## config.mk

```make
export PLATFORM = sky130hd
export DESIGN_NAME = atp_trigger_pacer
export DESIGN_NICKNAME = d
export VERILOG_FILES = /design/src/core/atp_pkg.sv /design/src/core/atp_trigger_pacer.sv
export SDC_FILE = /design/constraint.sdc
export NUM_CORES = 1
export LEC_CHECK = 0
export ABC_CLOCK_PERIOD_IN_PS = 4000
export BUFFER_PORTS_ARGS = -buffer_cell sky130_fd_sc_hd__buf_2
export CAP_MARGIN = 10
export CORE_ASPECT_RATIO = 0.7
export CORE_MARGIN = 2
export CORE_UTILIZATION = 45
export CTS_CLUSTER_DIAMETER = 60
export DETAILED_ROUTE_END_ITERATION = 10
export PLACE_DENSITY = 0.68
export SETUP_SLACK_MARGIN = 0.2
export SLEW_MARGIN = 20
export SYNTH_ARGS = -nofsm -noshare
export SYNTH_HDL_FRONTEND = slang
export SYNTH_SLANG_ARGS = --single-unit
export TNS_END_PERCENT = 20
```

## constraint.sdc

```tcl
create_clock -name i_sys_clk -period 4 [get_ports i_sys_clk]
set_input_delay 0 -clock i_sys_clk [delete_from_list [all_inputs] [get_ports i_sys_clk]]
set_output_delay 0 -clock i_sys_clk [all_outputs]
set_load 0.01 [all_outputs]
```

## src/core/atp_pkg.sv

```systemverilog
// Constants and carrier types for the conversion trigger and pacer block
package atp_pkg;

    // ------------------------------------------------------------------
    // Clocking
    // ------------------------------------------------------------------
    localparam int unsigned SYS_CLK_HZ   = 40_000_000;
    localparam int unsigned BASE_CLK_HZ  = 10_000_000;
    localparam int unsigned BASE_DIV     = SYS_CLK_HZ / BASE_CLK_HZ;
    localparam int unsigned PRESC_W      = 2;
    localparam logic [1:0]  PRESC_LAST   = 2'(BASE_DIV - 1);
    localparam logic [1:0]  PRESC_RST    = 2'h0;

    // ------------------------------------------------------------------
    // Counters
    // ------------------------------------------------------------------
    localparam int unsigned CNT_W        = 16;
    localparam logic [15:0] CNT_RST      = 16'h0000;
    localparam int unsigned PACER_DIV_MIN = 2;

    // ------------------------------------------------------------------
    // Event input limits (0.1 Hz held as tenths of a hertz)
    // ------------------------------------------------------------------
    localparam int unsigned SW_EVT_MAX_HZ   = 10_000;
    localparam int unsigned FAST_EVT_MAX_HZ = 1_000;
    localparam int unsigned EVT_MIN_DHZ     = 1;
    localparam int unsigned SW_EVT_GAP      =
        (BASE_CLK_HZ + SW_EVT_MAX_HZ - 1) / SW_EVT_MAX_HZ;
    localparam int unsigned FAST_EVT_GAP    =
        (BASE_CLK_HZ + FAST_EVT_MAX_HZ - 1) / FAST_EVT_MAX_HZ;
    localparam int unsigned EVT_TIMEOUT     =
        (BASE_CLK_HZ / EVT_MIN_DHZ) * 10;
    localparam int unsigned PER_W           = 27;

    // ------------------------------------------------------------------
    // Pulse output limits, in base ticks per half period
    // ------------------------------------------------------------------
    localparam int unsigned PULSE_MIN_HZ    = 2;
    localparam int unsigned PULSE_MAX_HZ    = 10_000;
    localparam int unsigned PULSE_HALF_MIN  = BASE_CLK_HZ / (2 * PULSE_MAX_HZ);
    localparam int unsigned PULSE_HALF_MAX  = BASE_CLK_HZ / (2 * PULSE_MIN_HZ);
    localparam int unsigned HALF_W          = 22;

    // ------------------------------------------------------------------
    // Carriers
    // ------------------------------------------------------------------
    typedef struct packed {
        logic                pacer_en;
        logic [CNT_W-1:0]    pacer_div;
        logic                ext_trig_en;
        logic                fast_acquisition_mode;
        logic                pulse_en;
        logic [HALF_W-1:0]   pulse_half;
    } atp_cfg_t;

    typedef struct packed {
        logic [CNT_W-1:0]    event_count;
        logic [PER_W-1:0]    event_period;
        logic                period_valid;
        logic                pacer_out;
        logic                pulse_out;
    } atp_status_t;

endpackage

```

## src/core/atp_trigger_pacer.sv

```systemverilog
// Conversion start, event counter, pacer timer and pulse output logic
//
// Operation
// - Two independent 16-bit counters both step on a shared 10 MHz base tick.
// - The event counter increments once per rising edge on event_input, dropping edges closer than the mode's rate-limit gap.
// - The 16-bit pacer timer starts a conversion on each rising output edge.
// - While the trigger inhibit input is high external triggers are ignored.
// - With external triggering on, a rising trigger edge starts a conversion.
// - Events count up to 10 kHz polled, 1 kHz in fast mode, down to 0.1 Hz.
// - The pulse output is a square wave settable between 2 Hz and 10 kHz.
`timescale 1ns/1ps
module atp_trigger_pacer import atp_pkg::*; #(
    parameter int unsigned SW_GAP   = SW_EVT_GAP,
    parameter int unsigned FAST_GAP = FAST_EVT_GAP,
    parameter int unsigned TIMEOUT  = EVT_TIMEOUT,
    parameter int unsigned HALF_MAX = PULSE_HALF_MAX
) (
    // Clock and reset
    input  wire logic        i_sys_clk,
    input  wire logic        i_rst,
    // Configuration
    input  wire atp_cfg_t    i_cfg,
    // External pins
    input  wire logic        i_event_input,
    input  wire logic        i_external_conversion_trigger,
    input  wire logic        i_trigger_inhibit,
    // Converter side and status
    output logic             o_conv_start,
    output logic             o_pulse_out,
    output atp_status_t      o_status
);

    // ------------------------------------------------------------------
    // Helpers
    // ------------------------------------------------------------------
    function automatic int unsigned clamp_u(input int unsigned v,
                                            input int unsigned lo,
                                            input int unsigned hi);
        if (v < lo) begin
            return lo;
        end else if (v > hi) begin
            return hi;
        end
        return v;
    endfunction

    // ------------------------------------------------------------------
    // Base tick prescaler
    // ------------------------------------------------------------------
    logic [PRESC_W-1:0] presc_reg;
    logic               base_tick;

    assign base_tick = (presc_reg == PRESC_LAST);

    always_ff @(posedge i_sys_clk) begin
        if (i_rst) begin
            presc_reg <= PRESC_RST;
        end else begin
            presc_reg <= base_tick ? PRESC_RST : presc_reg + 2'h1;
        end
    end

    // ------------------------------------------------------------------
    // Event counter with rate limit and period capture
    // ------------------------------------------------------------------
    logic              evt_prev_reg;
    logic              evt_pend_reg;
    logic              evt_rise;
    logic              evt_take;
    logic              evt_counted;
    logic              first_seen_reg;
    logic [CNT_W-1:0]  evt_count_reg;
    logic [PER_W-1:0]  elapsed_reg;
    logic [PER_W-1:0]  period_reg;
    logic              period_valid_reg;
    logic [PER_W-1:0]  gap_m1;
    logic              elapsed_sat;

    assign evt_rise    = i_event_input & ~evt_prev_reg;
    assign evt_take    = base_tick & (evt_pend_reg | evt_rise);
    assign gap_m1      = i_cfg.fast_acquisition_mode ?
                         PER_W'(FAST_GAP - 1) : PER_W'(SW_GAP - 1);
    assign elapsed_sat = (elapsed_reg >= PER_W'(TIMEOUT));
    assign evt_counted = evt_take & (~first_seen_reg | elapsed_reg >= gap_m1);

    always_ff @(posedge i_sys_clk) begin
        if (i_rst) begin
            evt_prev_reg <= 1'b0;
            evt_pend_reg <= 1'b0;
        end else begin
            evt_prev_reg <= i_event_input;
            // A new edge outside the tick cycle stays pending for the next tick
            if (evt_rise & ~base_tick) begin
                evt_pend_reg <= 1'b1;
            end else if (base_tick) begin
                evt_pend_reg <= 1'b0;
            end
        end
    end

    always_ff @(posedge i_sys_clk) begin
        if (i_rst) begin
            evt_count_reg    <= CNT_RST;
            first_seen_reg   <= 1'b0;
            elapsed_reg      <= '0;
            period_reg       <= '0;
            period_valid_reg <= 1'b0;
        end else if (evt_counted) begin
            evt_count_reg    <= evt_count_reg + CNT_W'(1);
            first_seen_reg   <= 1'b1;
            elapsed_reg      <= '0;
            period_reg       <= elapsed_reg + PER_W'(1);
            period_valid_reg <= first_seen_reg & ~elapsed_sat;
        end else if (base_tick & ~elapsed_sat) begin
            elapsed_reg      <= elapsed_reg + PER_W'(1);
        end
    end

    // ------------------------------------------------------------------
    // Pacer timer
    // ------------------------------------------------------------------
    logic [CNT_W-1:0] pacer_cnt_reg;
    logic [CNT_W-1:0] pacer_div_eff;
    logic             pacer_out_reg;
    logic             pacer_prev_reg;
    logic             pacer_tc;
    logic             pacer_rise;

    assign pacer_div_eff = CNT_W'(clamp_u(32'(i_cfg.pacer_div),
                                          PACER_DIV_MIN, 32'hFFFF));
    assign pacer_tc      = base_tick & (pacer_cnt_reg <= CNT_W'(1));
    assign pacer_rise    = pacer_out_reg & ~pacer_prev_reg;

    always_ff @(posedge i_sys_clk) begin
        if (i_rst | ~i_cfg.pacer_en) begin
            pacer_cnt_reg <= pacer_div_eff;
            pacer_out_reg <= 1'b0;
        end else if (base_tick) begin
            pacer_out_reg <= pacer_tc;
            pacer_cnt_reg <= pacer_tc ? pacer_div_eff :
                             pacer_cnt_reg - CNT_W'(1);
        end
    end

    // ------------------------------------------------------------------
    // Conversion start
    // ------------------------------------------------------------------
    logic ext_prev_reg;
    logic ext_rise;
    logic conv_reg;

    assign ext_rise = i_external_conversion_trigger & ~ext_prev_reg &
                      i_cfg.ext_trig_en & ~i_trigger_inhibit;

    always_ff @(posedge i_sys_clk) begin
        if (i_rst) begin
            ext_prev_reg   <= 1'b0;
            pacer_prev_reg <= 1'b0;
            conv_reg       <= 1'b0;
        end else begin
            ext_prev_reg   <= i_external_conversion_trigger;
            pacer_prev_reg <= pacer_out_reg;
            conv_reg       <= pacer_rise | ext_rise;
        end
    end

    assign o_conv_start = conv_reg;

    // ------------------------------------------------------------------
    // Pulse output generator
    // ------------------------------------------------------------------
    logic [HALF_W-1:0] pulse_cnt_reg;
    logic [HALF_W-1:0] pulse_half_eff;
    logic              pulse_reg;

    assign pulse_half_eff = HALF_W'(clamp_u(32'(i_cfg.pulse_half),
                                            PULSE_HALF_MIN, HALF_MAX));

    always_ff @(posedge i_sys_clk) begin
        if (i_rst | ~i_cfg.pulse_en) begin
            pulse_cnt_reg <= '0;
            pulse_reg     <= 1'b0;
        end else if (base_tick) begin
            if (pulse_cnt_reg >= pulse_half_eff - HALF_W'(1)) begin
                pulse_cnt_reg <= '0;
                pulse_reg     <= ~pulse_reg;
            end else begin
                pulse_cnt_reg <= pulse_cnt_reg + HALF_W'(1);
            end
        end
    end

    assign o_pulse_out = pulse_reg;

    always_comb begin
        o_status.event_count  = evt_count_reg;
        o_status.event_period = period_reg;
        o_status.period_valid = period_valid_reg;
        o_status.pacer_out    = pacer_out_reg;
        o_status.pulse_out    = pulse_reg;
    end

    // ------------------------------------------------------------------
    // Checks
    // ------------------------------------------------------------------
    logic        pulse_prev_reg;
    logic [31:0] hold_cnt_reg;

    // Clocks since the last toggle, counted only once a toggle was seen
    always_ff @(posedge i_sys_clk) begin
        if (i_rst | ~i_cfg.pulse_en) begin
            pulse_prev_reg <= 1'b0;
            hold_cnt_reg   <= '0;
        end else begin
            pulse_prev_reg <= pulse_reg;
            if (pulse_reg != pulse_prev_reg) begin
                hold_cnt_reg <= 32'h1;
            end else if (hold_cnt_reg != 32'h0 &&
                         hold_cnt_reg != 32'hFFFFFFFF) begin
                hold_cnt_reg <= hold_cnt_reg + 32'h1;
            end
        end
    end
endmodule

```

After elaboration in Yosys (flattened, before gate mapping)
Cells that the tools add are included.

Register bits: 119. Input bits: 47. Output and inout port bits: 48.

Add/sub/neg operators: 6. $lt $le $gt $ge: 7. Equality and inequality tests: 1. Muxes and demuxes: 15. Bitwise logic cells: 26. Reduce and logical (&&, ||, !) cells: 5.

Operators by type and width (count): $mux W22 (4); $mux W16 (4); $add A27 B1 Y27 const B (1); $ge A27 B14 Y1 (1); $ge A27 B27 Y1 const B (1); $add A22 B1 Y22 const B (1); $ge A22 B22 Y1 (1); $gt A22 B22 Y1 const B (1); $lt A22 B9 Y1 const B (1); $sub A22 B1 Y22 const B (1); $add A16 B1 Y16 const B (1); $le A16 B1 Y1 const B (1); $lt A16 B2 Y1 const B (1); $sub A16 B1 Y16 const B (1); $mux W14 (1); $and A1 B1 Y1 (11); $not A1 Y1 (10); $mux W1 (5); $or A1 B1 Y1 (5); $reduce_bool A2 Y1 (2); $reduce_or A2 Y1 (2); $add A2 B1 Y2 const B (1); $eq A2 B2 Y1 const B (1); $mux W2 (1); $reduce_and A2 Y1 (1).

Longest topological paths before layout
Gate-level depths: netlist (run 1).

Depth after elaboration: 7. Depth in mapped cells: 22.

Worst setup path after synthesis (run 1)
OpenSTA, ideal clock, no wires.

Kind: input to register. Start: input i_cfg[16] (netlist name). End: register pulse_cnt_reg[0]. Library setup time: 0.128 ns. Arrival time: 4.064 ns. Required time: 3.872 ns. Slack: -0.192 ns. Stages on the path: 21. Path buffers: 2. Path through: or3_4 -> or3b_4 -> a2111oi_4 -> nor2_1 -> clkbuf_1 -> nand2_1 -> ha_1 -> nor4b_1 -> nand3_1 -> nor2_1 -> nand2_1 -> xnor2_1 -> nand2_1 -> ha_1 -> nand4_1 -> nor3_1 -> nand3_1 -> a31oi_1 -> a21o_1 -> clkbuf_1 -> nor2_1.

Cells in the longest elaborated chain, start to end: 7. Elaborated cells between the ends (all ways): 10. Classes of those cells: add/sub (1); order compare (3); mux (6).

RTL lines: start: declaration (line atp_trigger_pacer.sv:22) `input wire atp_cfg_t i_cfg,`; $gt A22 B22 Y1 (line atp_trigger_pacer.sv:41) `end else if (v > hi) begin`; $mux W1 or $mux W22 (tied branches) (line atp_trigger_pacer.sv:41); $mux W1 or $mux W22 (tied branches) (line atp_trigger_pacer.sv:39) `if (v < lo) begin`; $mux W22 (*) (line atp_trigger_pacer.sv:44) `return v;`; $sub A22 B1 Y22 (*) (line atp_trigger_pacer.sv:184) `if (pulse_cnt_reg >= pulse_half_eff - HALF_W'(1)) begin`; $ge A22 B22 Y1 (*) (line atp_trigger_pacer.sv:184); $mux W22 (*) (line atp_trigger_pacer.sv:184); end signal: assignment (line atp_trigger_pacer.sv:188) `pulse_cnt_reg <= pulse_cnt_reg + HALF_W'(1);`; end: declaration (line atp_trigger_pacer.sv:172) `logic [HALF_W-1:0] pulse_cnt_reg;`.

Every way passes the cells marked *; elsewhere a longest branch is shown, timed or not. A chain may end at the register's enable or synchronous reset.

Worst setup path in the final report (run 1)
Start: input i_cfg[18] (netlist name). End: register pulse_cnt_reg[5].

The elaborated chain is that of the path after synthesis.

==> metrics, run 1 <==
status finished clean; grt ovf 0; clk_lat worst skew around 0.41 ns; endpoints failing setup 0; Worst Setup Start Kind primary input; Cell Rows 37; Post-synth EDFFs 16; Final Cell Area a little under 9000 µm²; Crit path max-delay family simple AND/OR/NAND/NOR gates; most common cell after layout, fill and taps aside nor2_1; drt pass-1 iters 5; Worst Hold Depth 4; YS warnings 0; post-synthesis async set-or-reset flop share 0%; WP buf/inv 3; Final period util 89.5%; synth-to-layout area growth 24.9%; most frequent cells in the layout 116 x nor2_1, 103 x dfxtp_1, 93 x buf_2; first-pass GRT wire length 27.5 mm; Primary FF master, synth dfxtp_1; total power around 3.1 mW; Highest Clock Rate 279 MHz; CP max stage delay 0.42 ns; final core utilization 58.2%; vias in the first global route 5572; GP Congestion 0.823; half-perimeter wire length after placement 11.6 mm; per-cell routed wire length 14.7 µm; CP arrival 3.87 ns; drt total wl 17.0 mm; actual slew at the worst max-slew pin 1.04 ns; final hold viol count 0; fin nets 1032; Setup Slack @ Placement -0.0911 ns; clk sinks 119; Num CTS Buffers 17; VDD IR-drop max 338 µV; synth unique cells 62; Final Max Tran Viols 0; FF+latch count, synth ~120; CTS clk-pin slew, worst paths 0.05 ns; Synthesized Nets 911; Initial Utilization 46.6%; die span in y 108 µm; largest net degree at the start of global routing 61; syn avg cell area 8.39 µm²; Power Density 358 nW/µm²; setup TNS 0 ns; die area 16500 µm²; slowest cell on the critical path or3b_4; Port Buf Inserts 94; CP max FO 5; initial antenna violation count 0; Mapped Cells 828; Cell Area, Synth 6950 µm²; Worst path depth 22; critical path cell sequence buf_2 -> or3_1 -> or3b_4 -> a2111oi_4 -> nor2_1 -> buf_4 -> nand2_4 -> ha_4 -> nor4b_4 -> nand3_2 -> nor2_4 -> nand2_2 -> xnor2_1 -> nand2_1 -> ha_4 -> nand4_1 -> nor3_2 -> nand3_1 -> a31oi_4 -> a21o_4 -> clkbuf_16 -> nor2_1; Worst Clk Skew 0.0116 ns; Max H-tree Level 4; WS Path Type in -> reg; CTS tree built; Initial DRC Count 392; Worst Hold Class in -> reg; drt via density between 5 and 6; Tot GR Track Use between 20% and 30%; Root Driver clkbuf_16; share of cells above drive strength 1 18.9%; register area share after synthesis 36.6%; # diodes 0; io pins 95; Residual DRC 0; max_cap viols 0; FF-to-FF path depth 6; Vias about 6300; RSZ-0062 raised after global routing yes; relative slew slack 30.7%; Die X between 150 and 200 µm; Placed Area 7720 µm²; crit end category flip-flop; PnR worst setup slack 0.420 ns; min cycle time layout 3.58 ns; worst-case clock buffer depth 2; Final ANT Viol Nets 0; core area 14900 µm²; leakage 3.39 nW; worst endpoint required time roughly 4.3 ns
## synthesized netlist by cell type, types with 22 or more instances
cell type / count / share of area [%]
nor2_1: 117 / 6.3
dfxtp_1: 103 / 30
nand2_1: 72 / 3.9
xnor2_1: 51 / 6.4
o21ai_0: 48 / 3.5
xor2_1: 47 / 5.9
ha_1: 36 / 6.5
a211oi_1: 30 / 3.2
a21oi_1: 29 / 2.1
clkbuf_1: 27 / 1.5
nand3_1: 27 / 1.9
nor3_1: 24 / 1.7
inv_1: 22 / 1.2
## cell families (layout without fill, tap and decap cells)
kind of cell	count (synthesis)	in the layout	share of synthesized area, %
buffers and inverters	63	196	4.03
AND/OR/NAND/NOR	354	354	25.3
adder cells (fa/ha/maj)	36	36	6.48
XOR/XNOR	98	98	12.3
multiplexers	7	7	1.06
flip-flops	119	119	36.6
AO/OA/AOI/OAI	151	151	14.2
## final timing paths
check,from,endpoint,slack (ns)
max reg2reg,pacer_cnt_reg[10],pacer_cnt_reg[1],1.24
min reg2reg,presc_reg[0],presc_reg[0],0.43
max,i_cfg[18],pulse_cnt_reg[5],0.42
min,i_cfg[22],o_pulse_out,0.06
## worst reg2reg max path, stage by stage (launching register included)
cell and delay (ns):
edfxtp_1 0.45, or4_1 0.59, nor3_1 0.22, o2111ai_1 0.21, nand2b_1 0.75, o21ai_0 0.26
o21ai_0 0.13
## cell type report
| class | count | area [µm²] |
|---|---|---|
| sequential | 119 | 2540 |
| fill | 1341 | 6230 |
| clock buffer | 24 | 524 |
| tap | 195 | 244 |
| inverter | 22 | 82.6 |
| multi-input combinational | 646 | 4270 |
| clock inverter | 7 | 65.1 |
| timing repair buffer | 143 | 951 |
## where the power goes
| part | leakage [nW] | internal [mW] | switching (mW) |
|---|---|---|---|
| Sequential | 0.998 | 1.26 | 0.0284 |
| Combinational | 2.10 | 0.140 | 0.184 |
| Clock | 0.288 | 0.971 | 0.530 |
## layer usage
metal / routed length, µm / global-route usage, %
met1: 9060 / 30.9
met2: 6920 / 29.8
met5: 0 / 0
met3: 893 / 3.93
met4: 140 / 4.70
## metrics by stage
stage | hold slack [ns] | instances
after global placement | 0.225 | 1098
after global routing | 0.0811 | 1156
after detailed placement | 0.231 | 1098
final | 0.0645 | 1156
after floorplan | 0.128 | 828
after CTS | 0.0570 | 1151
## what timing repair did
| action | CTS | global route |
|---|---|---|
| gates resized for setup | 0 | 11 |
| hold endpoints to repair | 20 | 0 |
| setup endpoints to repair | 0 | 23 |
| hold buffers | 22 | 0 |
| setup buffers | 0 | 2 |
(Power assumes the default switching activity.)
==> run 2: changes to the inputs <==
- PLACE_DENSITY: 0.68 -> 0.78
==> metrics, run 2 (synthesized netlist as in run 1, its figures left out) <==
clk sinks 119 (unchanged); final core utilization 57.3% (-0.96 points); actual slew at the worst max-slew pin 0.993 ns (-0.0466 ns); Worst Setup Start Kind primary input; CP arrival 3.82 ns (-0.05 ns); Tot GR Track Use 20.3% (-0.042 points); worst-case clock buffer depth 2 (unchanged); most common cell after layout, fill and taps aside nor2_1; Highest Clock Rate 284 MHz (+1.6%); initial antenna violation count 1 (+1); vias in the first global route 5568 (-0.072%); Num CTS Buffers 17 (unchanged); Root Driver clkbuf_16; crit end category flip-flop; drt total wl 16.6 mm (-2.3%); met3 Use GR 4.13% (+0.20 points); setup TNS 0 ns (unchanged); drt via density 5.39 (-0.65%); core area 14900 µm² (unchanged); met1 Use GR 31.2% (+0.29 points); Port Buf Inserts 94 (unchanged); max_cap viols 0 (unchanged); drt pass-1 iters 7 (+2); io pins 95 (unchanged); Vias 6178 (-1.4%); Final ANT Viol Nets 0 (unchanged); Initial DRC Count 364 (-7.1%); Worst Hold Class in -> reg; Final Max Tran Viols 0 (unchanged); clk_lat worst skew 0.41 ns (about the same); Worst Clk Skew 0.0103 ns (-0.00136 ns); Initial Utilization 46.6% (unchanged); Multi-input gate area 4240 µm² (-0.76%); first-pass GRT wire length 27.5 mm (about the same); synth-to-layout area growth 22.8%; die span in y 108 µm (unchanged); grt ovf 0 (unchanged); GP Congestion 0.863 (+5.0%); status finished clean; # diodes 0 (unchanged); half-perimeter wire length after placement 11.7 mm (+1.4%); critical path cell sequence buf_2 -> or3_1 -> or3b_4 -> a2111oi_4 -> nor2_4 -> nand2_4 -> ha_4 -> nor4b_4 -> nand3_2 -> nor2_4 -> nand2_1 -> xnor2_1 -> nand2_1 -> ha_1 -> nand4_1 -> nor3_2 -> nand3_1 -> a31oi_2 -> a21o_1 -> buf_12 -> nor2_1; Cell Rows 37 (unchanged); worst endpoint required time 4.30 ns (about the same); VDD IR-drop max 291 µV (-14%); slowest cell on the critical path or3b_4; Residual DRC 0 (unchanged); relative slew slack 33.8% (+3.1 points); min cycle time layout 3.52 ns (-0.0574 ns); endpoints failing setup 0 (unchanged); gr busiest metal met1; leakage 3.33 nW (-1.8%); RSZ-0062 raised after global routing no; die area 16500 µm² (unchanged); share of cells above drive strength 1 18.1% (-0.87 points); CP max FO 21 (+16); CP max stage delay 0.43 ns (about the same); CTS tree built; Final period util 88.1% (-1.4 points); Die X 153 µm (unchanged); largest net degree at the start of global routing 61 (unchanged); per-cell routed wire length 14.5 µm (-1.5%); Layout fillers 1331 (-0.75%); Max H-tree Level 4 (unchanged); Power Density 365 nW/µm² (+2.0%); met2 Use GR 29.0% (-0.77 points); fin nets 1023 (-0.87%); final hold viol count 0 (unchanged); WS Path Type in -> reg; most frequent cells in the layout 115 x nor2_1, 103 x dfxtp_1, 94 x buf_2; CTS clk-pin slew, worst paths 0.05 ns (about the same); Reg area 2540 µm² (unchanged)
run 2: final timing paths:
check | cells past startpoint | start | endpoint | slack, ns
worst max-delay path | 21 | i_cfg[18] | pulse_cnt_reg[5] | 0.48
worst min-delay path | 4 | i_cfg[22] | o_pulse_out | 0.08
worst max register to register | 7 | elapsed_reg[7] | elapsed_reg[20] | 1.30
worst min register to register | 1 | presc_reg[0] | presc_reg[0] | 0.44
run 2: worst max-delay path: cells and delay by family:
family,cells,cell delay (ns)
AOI/OAI and AO/OA,3,0.69
xor gates and xnor gates,1,0.13
adders and majority gates,2,0.44
buffers and inverters,2,0.27
and+or+nand+nor,13,2.27
run 2: repair_timing:
item	CTS	global route
hold endpoints to repair	20	0
endpoints found under the setup margin	0	22
resized for setup	0	6
hold buffers	21	0
buffers inserted	0	1
run 2: layout make-up:
class | count | share of cell area, %
well taps | 195 | 2.86
repair buffers | 134 | 9.79
clock buffers | 23 | 5.85
inverters | 22 | 0.967
flip-flops and latches | 119 | 29.8
multi-input cells | 646 | 49.6
clock inverters | 8 | 1.11
run 2: through the flow:
stage          setup slack, ns  hold slack [ns]  area (µm²)  power, mW  std cells
3_3_place_gp            0.0412            0.223        7690       1.59       1094
6_report                 0.477           0.0762        8540       3.12       1147
4_1_cts                  0.341           0.0591        8500       3.14       1146
2_1_floorplan            0.192            0.128        7050       1.49        828
3_5_place_dp           -0.0964            0.241        7690       1.60       1094
5_1_grt                  0.162            0.106        8540       3.24       1147
run 2: layer usage:
metal | vias up | routed length, µm
met3 | 12 | 860
met4 | 2 | 87
met5 | - | 13
met2 | 153 | 6750
met1 | 2856 | 8920
li1 | 3155 | -
run 2: power by group:
group / total [mW] / switching [mW] / internal, mW
Clock: 1.52 / 0.530 / 0.995
Combinational: 0.307 / 0.178 / 0.129
Sequential: 1.29 / 0.0292 / 1.26
Total: 3.12 / 0.737 / 2.38
